<file path="src/logic/slss_regs.vh">
// constants shared by the serial link startup sequencer files
// assumes a 50 MHz mclk; times in ns, cycle counts derived below
`ifndef SLSS_REGS_VH
`define SLSS_REGS_VH

// ****************************************************************
// clock and timing
// ****************************************************************
`define SLSS_CLK_MHZ 50
// control channel blackout after power-up
`define SLSS_BLANK_NS 2000000
// sleep entry at the latest this long after the sleep bit is set
`define SLSS_SLEEP_NS 8000000
// a link signal must stand this long before it counts as locked
`define SLSS_LOCK_NS 1000
// edges after release before the direction strap is taken; this covers
// the synchroniser latency so the strap is not read as its reset value
`define SLSS_DIR_WAIT 3'h6
// least times round up to whole cycles
`define SLSS_BLANK_CYC ((`SLSS_BLANK_NS * `SLSS_CLK_MHZ + 999) / 1000)
`define SLSS_SLEEP_CYC ((`SLSS_SLEEP_NS * `SLSS_CLK_MHZ + 999) / 1000)
`define SLSS_LOCK_CYC ((`SLSS_LOCK_NS * `SLSS_CLK_MHZ + 999) / 1000)

// ****************************************************************
// reset values
// ****************************************************************
`define SLSS_SLEEP_RST 1'b0
`define SLSS_PIX_RST 1'b0

`endif

</file>
<file path="src/logic/slss_startup_seq.v">
// startup and wake sequencer of the deserializer end of a serial link
// assumes link-detect pins are asynchronous; writes and pixels on mclk
`timescale 1ns/1ns
`include "slss_regs.vh"

module slss_startup_seq #(
  parameter PIX_W = 27,
  parameter BLANK_CYC = `SLSS_BLANK_CYC,
  parameter SLEEP_CYC = `SLSS_SLEEP_CYC,
  parameter LOCK_CYC = `SLSS_LOCK_CYC
) (
  input wire mclk,
  input wire rst_n,
  input wire videoSigPin,
  input wire cfgSigPin,
  input wire controlDirectionSelectPin,
  input wire sleepSetWr,
  input wire sleepClrWr,
  input wire [PIX_W-1:0] pixIn,
  input wire pixInValid,
  output wire ctrlChanReady,
  output reg defaultsLoaded_r,
  output wire videoLocked,
  output wire cfgLocked,
  output wire linkClkInternal,
  output reg sleepBit_r,
  output wire asleep,
  output reg ctrlDirLatched_r,
  output reg [PIX_W-1:0] pixOut_r,
  output reg pixOutValid_r
);

// ****************************************************************
// states
// ****************************************************************
localparam ST_LOAD = 3'h0;
localparam ST_SEARCH = 3'h1;
localparam ST_CFGLK = 3'h2;
localparam ST_VIDLK = 3'h3;
localparam ST_SLEEP = 3'h4;

localparam CNT_W = 32;

// ****************************************************************
// pin synchronisers
// ****************************************************************
wire videoSig;
wire cfgSig;
wire ctrlDirSync;

slss_pin_sync #(.RST_VAL(1'b0)) uVideoSync (
  .mclk(mclk),
  .rst_n(rst_n),
  .pinIn(videoSigPin),
  .pinOut(videoSig)
);

slss_pin_sync #(.RST_VAL(1'b0)) uCfgSync (
  .mclk(mclk),
  .rst_n(rst_n),
  .pinIn(cfgSigPin),
  .pinOut(cfgSig)
);

slss_pin_sync #(.RST_VAL(1'b0)) uDirSync (
  .mclk(mclk),
  .rst_n(rst_n),
  .pinIn(controlDirectionSelectPin),
  .pinOut(ctrlDirSync)
);

// ****************************************************************
// registers
// ****************************************************************
reg [2:0] state_r;
reg [2:0] state_nxt;
reg [CNT_W-1:0] blankCnt_r;
reg [CNT_W-1:0] lockCnt_r;
reg [CNT_W-1:0] sleepCnt_r;
reg lockVideo_r; // which signal the lock counter is qualifying
reg wokeRemote_r;
wire blankDone;
wire activity;
wire lockDone;

assign activity = videoSig | cfgSig;
assign blankDone = (blankCnt_r >= BLANK_CYC[CNT_W-1:0]);
assign lockDone = (lockCnt_r >= LOCK_CYC[CNT_W-1:0]);
assign videoLocked = (state_r == ST_VIDLK);
assign cfgLocked = (state_r == ST_CFGLK);
assign asleep = (state_r == ST_SLEEP);
// the internal oscillator clocks the link unless video is locked
assign linkClkInternal = !videoLocked;
// no control traffic before a link locks or inside the blackout
assign ctrlChanReady = blankDone & (videoLocked | cfgLocked);

// power-up blackout timer; the deserializer cannot tell whether the
// serializer came up first, so the blackout is always applied
always @(posedge mclk or negedge rst_n)
begin
  if (!rst_n)
    blankCnt_r <= {CNT_W{1'b0}};
  else if (!blankDone)
    blankCnt_r <= blankCnt_r + {{(CNT_W-1){1'b0}}, 1'b1};
end

// next state
always @*
begin
  state_nxt = state_r;
  case (state_r)
    ST_LOAD:
      state_nxt = ST_SEARCH;
    ST_SEARCH:
      if (lockDone)
        state_nxt = lockVideo_r ? ST_VIDLK : ST_CFGLK;
    ST_CFGLK:
      // video must qualify on its own count; the config count is stale
      if (videoSig && lockVideo_r && lockDone)
        state_nxt = ST_VIDLK;
      else if (!cfgSig && !videoSig)
        state_nxt = ST_SEARCH;
    ST_VIDLK:
      if (!videoSig)
        state_nxt = ST_SEARCH;
    ST_SLEEP:
      if (!sleepBit_r || activity)
        state_nxt = ST_SEARCH;
    default:
      state_nxt = ST_LOAD;
  endcase
  // a pending sleep enters on inactivity or when the timer runs out
  if (sleepBit_r && !wokeRemote_r && state_r != ST_SLEEP &&
      state_r != ST_LOAD &&
      (!activity || sleepCnt_r >= SLEEP_CYC[CNT_W-1:0]))
    state_nxt = ST_SLEEP;
end

// state, lock qualification and sleep timer
always @(posedge mclk or negedge rst_n)
begin
  if (!rst_n)
  begin
    state_r <= ST_LOAD;
    lockCnt_r <= {CNT_W{1'b0}};
    lockVideo_r <= 1'b0;
    sleepCnt_r <= {CNT_W{1'b0}};
    wokeRemote_r <= 1'b0;
  end
  else
  begin
    state_r <= state_nxt;
    // video takes precedence; a changed choice restarts the count
    if (state_nxt != state_r || !activity ||
        lockVideo_r != videoSig)
      lockCnt_r <= {CNT_W{1'b0}};
    else if (!lockDone)
      lockCnt_r <= lockCnt_r + {{(CNT_W-1){1'b0}}, 1'b1};
    lockVideo_r <= videoSig;
    if (!sleepBit_r || state_r == ST_SLEEP)
      sleepCnt_r <= {CNT_W{1'b0}};
    else if (sleepCnt_r < SLEEP_CYC[CNT_W-1:0])
      sleepCnt_r <= sleepCnt_r + {{(CNT_W-1){1'b0}}, 1'b1};
    // remember a wake by link activity until the relock clears sleep
    if (state_r == ST_SLEEP && activity && sleepBit_r)
      wokeRemote_r <= 1'b1;
    else if (!sleepBit_r)
      wokeRemote_r <= 1'b0;
  end
end

// sleep bit: software sets and clears; a remote relock clears it.
// a set in the same cycle as any clear wins, but a remote relock clears the bit again on the next cycle
always @(posedge mclk or negedge rst_n)
begin
  if (!rst_n)
    sleepBit_r <= `SLSS_SLEEP_RST;
  else if (sleepSetWr)
    sleepBit_r <= 1'b1;
  else if (sleepClrWr)
    sleepBit_r <= 1'b0;
  else if (wokeRemote_r && (videoLocked || cfgLocked))
    sleepBit_r <= 1'b0;
end

// edge counter after release, saturating; times the strap capture
reg [2:0] dirWait_r;

always @(posedge mclk or negedge rst_n)
begin
  if (!rst_n)
    dirWait_r <= 3'h0;
  else if (dirWait_r != 3'h7)
    dirWait_r <= dirWait_r + 3'h1;
end

// defaults are in place from the first edge after reset; the direction
// strap is caught once, after its synchroniser has settled, since the
// chain still shows its reset value for the first few edges
always @(posedge mclk or negedge rst_n)
begin
  if (!rst_n)
  begin
    defaultsLoaded_r <= 1'b0;
    ctrlDirLatched_r <= 1'b0;
  end
  else
  begin
    if (state_r == ST_LOAD)
      defaultsLoaded_r <= 1'b1;
    if (dirWait_r == `SLSS_DIR_WAIT)
      ctrlDirLatched_r <= ctrlDirSync;
  end
end

// ****************************************************************
// parallel video output
// ****************************************************************
// pixels pass only while video is locked; the output holds otherwise
always @(posedge mclk or negedge rst_n)
begin
  if (!rst_n)
  begin
    pixOut_r <= {PIX_W{`SLSS_PIX_RST}};
    pixOutValid_r <= 1'b0;
  end
  else
  begin
    pixOutValid_r <= videoLocked & pixInValid;
    if (videoLocked && pixInValid)
      pixOut_r <= pixIn;
  end
end

endmodule // slss_startup_seq

</file>
<file path="src/logic/slss_pin_sync.v">
// three-stage synchroniser for one asynchronous pin
// assumes the pin is a level; output moves when stages two and three agree
`timescale 1ns/1ns

module slss_pin_sync #(
  parameter RST_VAL = 1'b0
) (
  input wire mclk,
  input wire rst_n,
  input wire pinIn,
  output reg pinOut
);

// ****************************************************************
// sampling chain
// ****************************************************************
reg s1_r;
reg s2_r;
reg s3_r;

// first stage feeds only the second, never any logic
always @(posedge mclk or negedge rst_n)
begin
  if (!rst_n)
  begin
    s1_r <= RST_VAL;
    s2_r <= RST_VAL;
    s3_r <= RST_VAL;
    pinOut <= RST_VAL;
  end
  else
  begin
    s1_r <= pinIn;
    s2_r <= s1_r;
    s3_r <= s2_r;
    if (s2_r == s3_r) // a change counts once two stages agree
      pinOut <= s3_r;
  end
end

endmodule // slss_pin_sync

</file>
<file path="config.mk">
export PLATFORM = sky130hd
export DESIGN_NAME = slss_startup_seq
export DESIGN_NICKNAME = d
export VERILOG_FILES = /design/src/logic/slss_startup_seq.v /design/src/logic/slss_pin_sync.v
export VERILOG_INCLUDE_DIRS = /design/src /design/src/logic
export SDC_FILE = /design/constraint.sdc
export NUM_CORES = 1
export LEC_CHECK = 0
export BUFFER_PORTS_ARGS = -buffer_cell sky130_fd_sc_hd__buf_2
export CAP_MARGIN = 20
export CELL_PAD_IN_SITES_DETAIL_PLACEMENT = 0
export CELL_PAD_IN_SITES_GLOBAL_PLACEMENT = 1
export CORE_ASPECT_RATIO = 1.75
export CORE_MARGIN = 2
export CORE_UTILIZATION = 46
export CTS_CLUSTER_SIZE = 12
export DETAILED_ROUTE_END_ITERATION = 7
export GPL_ROUTABILITY_DRIVEN = 0
export PLACE_DENSITY = 0.77
export SLEW_MARGIN = 20
export SYNTH_ARGS = -nofsm -noshare
export SYNTH_HDL_FRONTEND = slang
export SYNTH_HIERARCHICAL = 1
export SYNTH_SLANG_ARGS = --single-unit
</file>
<file path="constraint.sdc">
create_clock -name mclk -period 3.04 [get_ports mclk]
set_input_delay 0 -clock mclk [delete_from_list [all_inputs] [get_ports mclk]]
set_output_delay 0 -clock mclk [all_outputs]
set_load 0.05 [all_outputs]
</file>
==> metrics.md, run 1 <==
| Metric | Value |
|---|---|
| Maximum net fanout on the critical path | 32 |
| Worst-case vdd ir drop | between 300 and 400 µV |
| Share of async-settable or async-resettable flops after synthesis | 100.0% |
| Top-Level Pins | 71 |
| CTS sink cnt | approximately 150 |
| Pre-Repair DR Iteration Count | 4 |
| Synth Instances | 520 |
| Layout filler cell count | between 1000 and 1500 |
| Number of placement rows | 55 |
| Net count, final | around 670 |
| Worst setup path class | flop to flop |
| Maximum operating frequency | 374.8 MHz |
| Clock-pin slew on the worst setup and hold paths | ~0.060 ns |
| Initial cell density of the core | ~47% |
| Number of vias in the routed layout | between 4000 and 5000 |
| Starting DRT DRC Count | slightly above 200 |
| DRC viols | 0 |
| Status | finished, final reports clean |
| Global route overflow | 0 |
| Post-cts sizing count | 0 |
| Dominant register cell in the synthesized netlist | dfrtp_1 |
| Mapped Area | 6066 µm² |
| Area added between synthesis and finish | 24.13% |
| Setup Skew | roughly 0.0080 ns |
| Worst EP required | approximately 3.3 ns |
| Reported leakage power | between 3 and 4 nW |
| Top cells by area, synth | dfrtp_1, mux2_2, nand2_1, xnor2_1, nor2_2 |
| Worst setup timing slack at the placement stage | 0.3589 ns |
| Slew at the pin closest to its max-slew limit | between 0.8 and 0.9 ns |
| Number of violations of the max-capacitance limit | 0 |
| Final count of pins violating max slew | 0 |
| Core region area | about 13000 µm² |
| CTS tree | done |
| Sequential share of the synthesized area | around 60% |
| Cell type with the largest total area after synthesis | dfrtp_1 |
| Type of the worst min-delay path | primary input to flop |
| Skew-Pair Late Insertion Delay | 0.41 ns |
| Post-route fraction of the period consumed by the critical path | 87.76% |
| Average cell area after synthesis | ~12 µm² |
| Tightest slew margin relative to the limit | around 45% |
| Total power per unit cell area | between 600 and 700 nW/µm² |
| Count of warnings emitted by yosys | 6 |
| Critical path capture point type | flop |
| Number of nets still failing antenna checks after routing | 0 |
| Synth top area share | roughly three fifths |
| Worst-case register-to-register setup slack | between 0.3 and 0.4 ns |
| Total of endpoints with negative setup slack in the final report | 0 |
| Number of flops mapped to enable cells by yosys | 0 |
| #FFs+latches synth | 147 |
| Crit path arrival time | just under 3 ns |
| Post-detailed-route via-to-cell ratio | 4.978 |
| Estimated wirelength of the detail-placed design | between 7 and 8 mm |
| Startpoint kind of the worst setup timing path | flop |
| Number of levels in the clock H-tree | 4 |
| Leading post-synthesis cells by instance count | dfrtp_1, nand2_1, nor2_1 |
| Net count of the mapped netlist | between 500 and 600 |
| Buffer cell driving the clock tree root | clkbuf_16 |
| Chip height | about 160 µm |
| Final Hold Violating Endpoints | 0 |
| WL final | around 12 mm |
| Final setup TNS | 0 ns |
| Die width | 90.81 µm |
| Average detailed-routed wire length per instance | 14.55 µm |
| I/O Buffers | 70 |
| Most numerous cell in the Yosys netlist | dfrtp_1 |
| Number of global-route vias before repair | 4212 |
| Global-route usage over all layers | 17.66% |
| Setup slack after layout | approximately 0.37 ns |
| Initial antenna violation count | 0 |
| Period minus WS final | about 2.7 ns |
| Setup repair after global routing missed its margin | false |
| First-pass GRT wire length | roughly 20 mm |
| Library cells used by synthesis | 47 |
| Die area | ~14000 µm² |
| Largest net degree at the start of global routing | 93 |
| Number of buffers on the longest clock path | 2 |
| Total clock buffers created by CTS | 17 |
| Fraction of layout cells with a size suffix above 1 | between 20% and 30% |
[worst max-delay path, stage by stage (launching register included)]
cell	delay, ns
dfrtp_1	0.37
inv_1	0.08
ha_1	0.18
or4_1	0.39
nand3_1	0.11
or4b_4	0.48
a22oi_4	0.25
xor2_2	0.12
a31oi_4	0.23
buf_12	0.24
nor2_1	0.08
[cell families (layout without fill, tap and decap cells)]
group / count (synthesis) / count (layout) / synth area share, %
AOI/OAI and AO/OA: 37 / 37 / 4.538
xor gates and xnor gates: 36 / 36 / 5.322
adders and majority gates: 13 / 13 / 2.620
buffers and inverters: 45 / 158 / 3.218
DFF: 147 / 147 / 60.64
muxes: 29 / 29 / 5.384
other: 0 / 1 / 0
and+or+nand+nor: 213 / 213 / 18.28
[layout make-up]
class	count	area (µm²)	area share, %
Timing Repair Buffer	112	782.0	10.39
Tap cell	171	214.0	2.841
Clock inverter	15	172.7	2.293
Sequential cell	147	3679	48.85
Antenna cell	1	2.502	0.03323
Multi-Input combinational cell	328	2202	29.25
Inverter	14	52.55	0.6979
Clock buffer	17	425.4	5.650
[layout by cell type, fill, tap and decap left out, drive strengths merged, types with 2 or more instances in the layout]
| master | count |
|---|---|
| clkinv | 7 |
| maj3 | 3 |
| dlygate4sd3 | 34 |
| nand4 | 10 |
| or4 | 3 |
| xor2 | 11 |
| nor3b | 3 |
| and3 | 20 |
| nor4 | 14 |
| bufinv | 2 |
| nor2b | 4 |
| buf | 78 |
| ha | 10 |
| or3 | 3 |
| a21oi | 6 |
| nand3 | 12 |
| a22oi | 2 |
| and4 | 3 |
| and2 | 3 |
| mux2 | 29 |
| nor3 | 7 |
| a31o | 3 |
| inv | 19 |
| a31oi | 2 |
| clkbuf | 17 |
| nand2 | 59 |
| nor2 | 67 |
| o21a | 6 |
| dfrtp | 147 |
| o21ai | 9 |
| xnor2 | 25 |
| or2 | 3 |
| o211ai | 3 |
[routing by layer]
| layer | vias to the layer above | track usage [%] | share of wire, % |
|---|---|---|---|
| li1 | 1949 | - | - |
| met1 | 1977 | 20.41 | 41 |
| met2 | 65 | 31.17 | 54 |
| met3 | 16 | 4.493 | 2.4 |
| met4 | 0 | 7.287 | 2.1 |
| met5 | - | 0 | 0 |
[report_power, final]
part | leakage (nW) | total [mW] | internal (mW) | switching (mW)
Combinational | 1.44 | 0.593 | 0.217 | 0.377
Clock | 0.294 | 2.08 | 1.23 | 0.845
Sequential | 1.98 | 2.08 | 2.00 | 0.0724
[metrics by stage]
step	total power [mW]	utilization (%)	hold slack, ns	instance area [µm²]	cells
floorplan	2.540	-	-0.2956	6071	520
global placement	2.657	50.93	0.1096	6589	738
detailed placement	2.677	50.93	0.1097	6589	738
CTS	4.812	58.18	0.08429	7527	804
global route	4.957	58.18	0.1236	7527	804
finish	4.745	58.20	0.09427	7530	805
[sequential cells by signal, indices dropped and copies added (netlist names), 3 cells and up]
name        flops
state_r         3
lockCnt_r      32
dirWait_r       3
blankCnt_r     32
sleepCnt_r     32
pixOut_r       27
[final timing paths]
path	start	end	depth (start not counted)
min reg2reg	uVideoSync/s1_r	uVideoSync/s2_r	0
max in group asynchronous	rst_n	sleepCnt_r[18]	3
max	lockCnt_r[0]	lockCnt_r[0]	10
max reg2reg	lockCnt_r[0]	lockCnt_r[0]	10
min in group asynchronous	rst_n	sleepCnt_r[9]	2
min	pixInValid	pixOutValid_r	4
[what timing repair did]
action / in CTS / in global routing
hold buffers: 34 / 0
hold endpoints to repair: 122 / 0
buffers inserted: 0 / 0
Note: power is estimated with default switching activity, not from simulation.
==> inputs of run 2 (changes only) <==
--- a/config.mk
+++ b/config.mk
@@ -6,19 +6,18 @@
 export SDC_FILE = /design/constraint.sdc
 export NUM_CORES = 1
 export LEC_CHECK = 0
-export BUFFER_PORTS_ARGS = -buffer_cell sky130_fd_sc_hd__buf_2
 export CAP_MARGIN = 20
 export CELL_PAD_IN_SITES_DETAIL_PLACEMENT = 0
 export CELL_PAD_IN_SITES_GLOBAL_PLACEMENT = 1
 export CORE_ASPECT_RATIO = 1.75
 export CORE_MARGIN = 2
-export CORE_UTILIZATION = 46
+export CORE_UTILIZATION = 51
 export CTS_CLUSTER_SIZE = 12
 export DETAILED_ROUTE_END_ITERATION = 7
+export DONT_BUFFER_PORTS = 1
 export GPL_ROUTABILITY_DRIVEN = 0
-export PLACE_DENSITY = 0.77
+export PLACE_DENSITY = 0.78
 export SLEW_MARGIN = 20
 export SYNTH_ARGS = -nofsm -noshare
 export SYNTH_HDL_FRONTEND = slang
-export SYNTH_HIERARCHICAL = 1
 export SYNTH_SLANG_ARGS = --single-unit
==> run 2 against run 1 <==
Effect of this change:
- the flow now finishes with violations (design-rule violations, negative hold slack)
- area after synthesis decreased by 1.4%
- cell area decreased by 7.1%
- worst setup slack improved by 0.057 ns
- via count decreased by 7.3%
- sequential power about the same
- total power decreased by 3.5%
- clock-buffer cell count increased by 4
- combinational power decreased by 41%
- critical endpoint is now lockCnt_r[9]
- largest power group is now clock
- highest routed layer unchanged
==> metrics.md, run 2 <==
| Metric | Value |
|---|---|
| Internal Pwr Total | 3.515 mW (+1.9%) |
| Number of buffers added for setup after CTS | 0 (unchanged) |
| Global-route usage over all layers | 18.46% (+0.79 points) |
| Setup repair after global routing missed its margin | false |
| Number of levels in the clock H-tree | 4 (unchanged) |
| Final setup TNS | 0 ns (unchanged) |
| Number of nets still failing antenna checks after routing | 0 (unchanged) |
| CP dominant cell by count | a311oi_2 |
| Maximum operating frequency | 383.0 MHz (+2.2%) |
| Core region area | 11520 µm² (-11%) |
| Leading post-synthesis cells by instance count | dfrtp_1, and3_1, nor2_1 |
| Net count, final | 566 (-15%) |
| Worst-case vdd ir drop | 405.2 µV (+8.5%) |
| Synth Instances | 494 (-5.0%) |
| Worst EP required | 3.34 ns (about the same) |
| Fraction of layout cells with a size suffix above 1 | 14.63% (-15 points) |
| Count of warnings emitted by yosys | 0 (-6) |
| Maximum net fanout on the critical path | 32 (unchanged) |
| Post-detailed-route via-to-cell ratio | 5.560 (+12%) |
| Final count of pins violating max slew | 0 (unchanged) |
| Synth top area share | 61.52% (+0.88 points) |
| Worst-case register-to-register setup slack | 0.43 ns (+0.06 ns) |
| CTS tree | done |
| Die width | 85.85 µm (-5.5%) |
| Post-route fraction of the period consumed by the critical path | 85.88% (-1.9 points) |
| #FFs+latches synth | 147 (unchanged) |
| Startpoint kind of the worst setup timing path | flop |
| Clock-pin slew on the worst setup and hold paths | 0.06 ns (about the same) |
| Pre-Repair DR Iteration Count | 6 (+2) |
| Type of the worst min-delay path | primary input to async pin |
| Chip height | 147.2 µm (-5.6%) |
| Global route overflow | 0 (unchanged) |
| Switching Share | 23.24% (-4.0 points) |
| Largest registers ranked by flip-flop count | blankCnt_r x32, lockCnt_r x32, sleepCnt_r x32 |
| Count of inserted antenna diode cells | 0 (-1) |
| Average detailed-routed wire length per instance | 16.06 µm (+10%) |
| Mapped Area | 5979 µm² (-1.4%) |
| Estimated wirelength of the detail-placed design | 6.841 mm (-11%) |
| Starting DRT DRC Count | 205 (+0.49%) |
| WL final | 10.73 mm (-8.4%) |
| Die area | 12640 µm² (-11%) |
| Most numerous cell in the Yosys netlist | dfrtp_1 |
| Violations in the final reports | design-rule violations, negative hold slack |
| I/O Buffers | 0 (-100%) |
| Switching power summed over all nets | 1.064 mW (-18%) |
| Cell count of the worst reg-to-reg path | 8 (-2) |
| Slowest Stage Delay on Critical Path | 0.45 ns (-0.03 ns) |
| Area added between synthesis and finish | 17.01% |
| Total power draw | 4.580 mW (-3.5%) |
| Worst reg2reg endpoint | lockCnt_r[9] |
| Number of violations of the max-capacitance limit | 0 (unchanged) |
| Crit path arrival time | 2.91 ns (-0.05 ns) |
| Cell type with the largest total area after synthesis | dfrtp_1 |
| Worst hold-check slack | -0.7169 ns (-0.8111 ns) |
| Number of global-route vias before repair | 3926 (-6.8%) |
| Slew at the pin closest to its max-slew limit | 0.9937 ns (+0.1698 ns) |
| Logic pwr share | 7.7% (-4.8 points) |
| DRC viols | 1 (+1) |
| Number of placement rows | 52 (-5.5%) |
| Dominant register cell in the synthesized netlist | dfrtp_1 |
| Total of endpoints with negative setup slack in the final report | 0 (unchanged) |
| Critical Path, Cell by Cell | inv_1, ha_1, or4_4, a311oi_2, a31oi_1, a311oi_2, mux2_4, and3_1 |
| Sequential group share of total power | 45.3% (+1.6 points) |
| Top cells by area, synth | dfrtp_1, and3_1, mux2_2, xnor2_1, ha_1 |
| First-pass GRT wire length | 18.40 mm (-7.5%) |
| Critical path capture point type | flop |
| Share of async-settable or async-resettable flops after synthesis | 100.0% (unchanged) |
| Leading cell types in the layout, fill and taps excluded | dfrtp_1, and3_1, dlygate4sd3_1 |
| Layout filler cell count | 906 (-15%) |
| Final Hold Violating Endpoints | 147 (+147) |
| Reg-to-Reg Start | lockCnt_r[0] |
| Total clock buffers created by CTS | 17 (unchanged) |
| Initial antenna violation count | 0 (unchanged) |
| Buf+Inv Stages, Crit Path | 1 (-1) |
| Worst path slowest cell | mux2_4 |
| Number of flops mapped to enable cells by yosys | 0 (unchanged) |
| Tightest slew margin relative to the limit | 33.62% (-11 points) |
| Period minus WS final | 2.611 ns (-0.05716 ns) |
| Average cell area after synthesis | 12.10 µm² (+3.8%) |
| Buffer cell driving the clock tree root | clkbuf_16 |
| Reported leakage power | 3.500 nW (-5.7%) |
| Proportion of power drawn by the clock network | 47.0% (+3.2 points) |
| Net count of the mapped netlist | 539 (-4.6%) |
| Top-Level Pins | 71 (unchanged) |
| Initial cell density of the core | 51.92% (+5.0 points) |
| Top delay family on crit path | compound AO/OA/AOI/OAI gates |
| Most common library cell in the layout ignoring fill and taps | dfrtp_1 |
| Post-cts sizing count | 0 (unchanged) |
| Setup Skew | 0.008639 ns (+0.0006345 ns) |
| Number of buffers on the longest clock path | 2 (unchanged) |
| Sequential share of the synthesized area | 61.52% (+0.88 points) |
| Number of vias in the routed layout | 3714 (-7.3%) |
| Skew-Pair Late Insertion Delay | 0.41 ns (about the same) |
| Number of hold buffers added after CTS | 33 (-2.9%) |
| Largest net degree at the start of global routing | 148 (+59%) |
| Library cells used by synthesis | 50 (+6.4%) |
| Total power per unit cell area | 654.5 nW/µm² (+3.9%) |
| Status | complete, but fails checks |
| CTS sink cnt | 147 (unchanged) |
| Worst setup path class | flop to flop |
## run 2: cell count changes after synthesis, sizes merged, moves of 5 or more
cell / delta
and3: +33
nand2: -32
nor2: -34
nor3: +5
## run 2: final cells by class
type                       instances  area, µm²  area share [%]
inverter                          17      63.81          0.9120
multi-input combinational        297       2076           29.67
clock buffer                      21      470.5           6.724
timing repair buffer              41      390.4           5.579
clock inverter                    10      148.9           2.128
tap                              135      168.9           2.414
sequential                       147       3679           52.58
## run 2: worst max-delay path by stage
| stage | from | cells past startpoint | to | slack (ns) |
|---|---|---|---|---|
| 4_1_cts | lockCnt_r[0] | 8 | lockCnt_r[27] | 0.41 |
| 3_5_place_dp | lockCnt_r[0] | 8 | lockCnt_r[27] | 0.43 |
| 2_1_floorplan | state_r[1] | 7 | pixOut_r[10] | 0.47 |
| 3_3_place_gp | lockCnt_r[0] | 8 | lockCnt_r[16] | 0.53 |
| 5_1_grt | lockCnt_r[0] | 10 | lockCnt_r[1] | 0.29 |
| 6_report | lockCnt_r[0] | 8 | lockCnt_r[9] | 0.43 |
## run 2: per-layer routing
layer  vias up  GRT usage (%)  wire length, µm
met5         -              0                0
met4         0          7.302              210
met3        19          5.843              489
met2        87          29.73             5522
met1      1843          23.09             4504
li1       1765              -                -
## run 2: kinds of logic after synthesis
group	count (synthesis)	share of synthesized area [%]
AO/OA/AOI/OAI	36	4.541
XOR/XNOR	36	5.273
adder cells (fa/ha/maj)	13	2.595
buffers and inverters	50	3.850
flip-flops	147	61.52
multiplexers	31	5.901
AND/OR/NAND/NOR	181	16.32
## run 2: stage by stage
stage          hold WS (ns)  worst slack (ns)  instance area [µm²]  std cells  utilization, %
4_1_cts             -0.7323            0.4136                 6997        668           60.76
5_1_grt             -0.7349            0.2899                 6997        668           60.76
6_report            -0.7169            0.4291                 6997        668           60.76
2_1_floorplan       -0.2956            0.4684                 5984        494               -
3_3_place_gp        -0.2898            0.5299                 6047        604           52.51
3_5_place_dp        -0.2880            0.4274                 6047        604           52.51
## run 2: power by group through the flow
stage / registers, mW / logic [mW] / clock network (mW)
after floorplan: 2.08 / 0.314 / 0
after global placement: 2.11 / 0.306 / 0
after detailed placement: 2.11 / 0.316 / 0
after CTS: 2.08 / 0.352 / 2.20
after global routing: 2.08 / 0.393 / 2.28
final: 2.08 / 0.352 / 2.15
==> inputs of run 3 (changes only) <==
--- a/config.mk
+++ b/config.mk
@@ -11,12 +11,12 @@
 export CELL_PAD_IN_SITES_GLOBAL_PLACEMENT = 1
 export CORE_ASPECT_RATIO = 1.75
 export CORE_MARGIN = 2
-export CORE_UTILIZATION = 51
+export CORE_UTILIZATION = 35
 export CTS_CLUSTER_SIZE = 12
 export DETAILED_ROUTE_END_ITERATION = 7
 export DONT_BUFFER_PORTS = 1
 export GPL_ROUTABILITY_DRIVEN = 0
-export PLACE_DENSITY = 0.78
+export PLACE_DENSITY = 0.57
 export SLEW_MARGIN = 20
 export SYNTH_ARGS = -nofsm -noshare
 export SYNTH_HDL_FRONTEND = slang
==> constraint.sdc (replaced) <==
create_clock -name mclk -period 3.04 [get_ports mclk]
set_input_delay 0.304 -clock mclk [delete_from_list [all_inputs] [get_ports mclk]]
set_output_delay 0.304 -clock mclk [all_outputs]
set_load 0.05 [all_outputs]
==> run 3 against run 2 <==
Effect of this change:
- the flow finishes with violations (negative hold slack)
- first-iteration DRC count shrank 12%
- worst setup slack lost 0.025 ns
- worst hold slack gained 0.30 ns
- routed wire length grew 6.2%
- cell area shrank 2.5%
- clock power is essentially flat
- sequential power is essentially flat
- final cell count grew 9.6%
- clock skew grew 0.0017 ns
- via count shrank 3.1%
- total power shrank 0.36%
- flip-flop and latch count is the same
==> metrics.md, run 3 (same netlist as run 2, synthesis figures left out) <==
| Metric | Value |
|---|---|
| Status | complete, but fails checks |
| Violations in the final reports | negative hold slack |
| Area added between synthesis and finish | 14.10% |
| Cell count of the worst reg-to-reg path | 8 (unchanged) |
| Post-layout util | 40.45% (-20 points) |
| Count of inserted antenna diode cells | 0 (unchanged) |
| Leading cell types in the layout, fill and taps excluded | dfrtp_1, and3_1, nor2_1 |
| Final setup TNS | 0 ns (unchanged) |
| Sequential group share of total power | 45.5% (+0.2 points) |
| CTS sink cnt | 147 (unchanged) |
| Post-route fraction of the period consumed by the critical path | 86.70% (+0.81 points) |
| Post-detailed-route via-to-cell ratio | 4.918 (-12%) |
| Proportion of power drawn by the clock network | 47.4% (+0.4 points) |
| Internal Pwr Total | 3.452 mW (-1.8%) |
| Die width | 102.8 µm (+20%) |
| Setup repair after global routing missed its margin | false |
| Total clock buffers created by CTS | 17 (unchanged) |
| Critical path capture point type | flop |
| Final count of pins violating max slew | 0 (unchanged) |
| Switching power summed over all nets | 1.111 mW (+4.4%) |
| Starting DRT DRC Count | 181 (-12%) |
| Average detailed-routed wire length per instance | 15.56 µm (-3.1%) |
| Total of endpoints with negative setup slack in the final report | 0 (unchanged) |
| Largest registers ranked by flip-flop count | blankCnt_r x32, lockCnt_r x32, sleepCnt_r x32 |
| Reg-to-Reg Start | lockCnt_r[0] |
| Reported leakage power | 3.384 nW (-3.3%) |
| Buffer cell driving the clock tree root | clkbuf_16 |
| Global route overflow | 0 (unchanged) |
| Initial cell density of the core | 35.45% (-16 points) |
| Clock-pin slew on the worst setup and hold paths | 0.07 ns (about the same) |
| Largest net degree at the start of global routing | 148 (unchanged) |
| Core region area | 16870 µm² (+46%) |
| Switching Share | 24.35% (+1.1 points) |
| Chip height | 176.9 µm (+20%) |
| Estimated wirelength of the detail-placed design | 7.489 mm (+9.5%) |
| Period minus WS final | 2.636 ns (+0.02468 ns) |
| I/O Buffers | 0 (unchanged) |
| Net count, final | 538 (-4.9%) |
| Fraction of layout cells with a size suffix above 1 | 15.84% (+1.2 points) |
| Final Hold Violating Endpoints | 147 (unchanged) |
| Number of violations of the max-capacitance limit | 0 (unchanged) |
| Type of the worst min-delay path | primary input to async pin |
| Tightest slew margin relative to the limit | 49.37% (+16 points) |
| Area of combinational cells with multiple inputs | 2076 µm² (unchanged) |
| Startpoint kind of the worst setup timing path | flop |
| Number of placement rows | 63 (+21%) |
| Maximum net fanout on the critical path | 32 (unchanged) |
| Most common library cell in the layout ignoring fill and taps | dfrtp_1 |
| Post-cts sizing count | 0 (unchanged) |
| Setup Skew | 0.01035 ns (+0.001711 ns) |
| WL final | 11.39 mm (+6.2%) |
| Initial antenna violation count | 0 (unchanged) |
| Number of vias in the routed layout | 3600 (-3.1%) |
| Top-Level Pins | 71 (unchanged) |
| DRC viols | 0 (-1) |
| Sequential cell area | 3679 µm² (unchanged) |
| Die area | 18190 µm² (+44%) |
| Number of global-route vias before repair | 3892 (-0.87%) |
| Number of hold buffers added after CTS | 4 (-88%) |
| Total power per unit cell area | 668.8 nW/µm² (+2.2%) |
| Number of levels in the clock H-tree | 4 (unchanged) |
| Number of buffers added for setup after CTS | 0 (unchanged) |
| Pre-Repair DR Iteration Count | 4 (-2) |
| Skew-Pair Late Insertion Delay | 0.42 ns (about the same) |
| Logic pwr share | 7.1% (-0.6 points) |
| Slew at the pin closest to its max-slew limit | 0.7566 ns (-0.2370 ns) |
| Worst setup path class | flop to flop |
| CTS tree | done |
| Number of nets still failing antenna checks after routing | 0 (unchanged) |
| Number of buffers on the longest clock path | 2 (unchanged) |
| Maximum operating frequency | 379.4 MHz (-0.94%) |
| Worst EP required | 3.34 ns (about the same) |
| Worst-case register-to-register setup slack | 0.40 ns (-0.02 ns) |
| Worst reg2reg endpoint | lockCnt_r[16] |
| Worst hold-check slack | -0.4135 ns (+0.3034 ns) |
| Global-route usage over all layers | 13.63% (-4.8 points) |
| Crit path arrival time | 2.93 ns (+0.02 ns) |
| Worst-case vdd ir drop | 387.8 µV (-4.3%) |
| Layout filler cell count | 1646 (+82%) |
| First-pass GRT wire length | 19.24 mm (+4.6%) |
-- run 3: how the worst max path moves through the flow --
stage                     cells past startpoint  slack (ns)          from             to
after CTS                                     8        0.38  lockCnt_r[0]  lockCnt_r[12]
after floorplan                               7        0.47    state_r[1]   pixOut_r[10]
after detailed placement                      8        0.42  lockCnt_r[0]  lockCnt_r[22]
after global placement                        8        0.52  lockCnt_r[0]  lockCnt_r[10]
final                                         8        0.40  lockCnt_r[0]  lockCnt_r[16]
after global routing                          8        0.23  lockCnt_r[0]  lockCnt_r[22]
-- run 3: per-stage QoR --
step	cell area (µm²)	hold WS, ns	setup WS, ns	total power [mW]	instances
after global routing	6823	-0.4443	0.2285	4.758	732
after CTS	6823	-0.4338	0.3808	4.644	732
after floorplan	5984	0.008409	0.4684	2.398	494
after detailed placement	6170	0.01930	0.4150	2.432	697
after global placement	6170	0.01940	0.5227	2.425	697
final	6823	-0.4135	0.4044	4.563	732
-- run 3: layout make-up --
class	count	share of cell area, %
sequential	147	53.92
multi-input combinational	297	30.42
clock buffer	18	6.437
tap	227	4.163
clock inverter	13	2.549
timing repair buffer	13	1.577
inverter	17	0.9353
-- run 3: critical path: stages (launching register included) --
cell and delay [ns]:
dfrtp_1 0.37, inv_1 0.08, ha_1 0.19, or4_4 0.41, a311oi_2 0.30, a31oi_1 0.14
a311oi_2 0.35, mux2_4 0.45, and3_1 0.21
-- run 3: power by group through the flow --
| stage | Clock [mW] | Sequential (mW) | Combinational, mW |
|---|---|---|---|
| after floorplan | 0 | 2.08 | 0.314 |
| after global placement | 0 | 2.11 | 0.315 |
| after detailed placement | 0 | 2.11 | 0.321 |
| after CTS | 2.24 | 2.07 | 0.328 |
| after global routing | 2.30 | 2.08 | 0.372 |
| final | 2.16 | 2.07 | 0.325 |
-- run 3: per-layer routing --
metal	global-route usage [%]	share of wire, %
met5	0	0
met4	5.757	1.8
met3	4.581	5.8
met2	22.41	50
met1	16.12	42
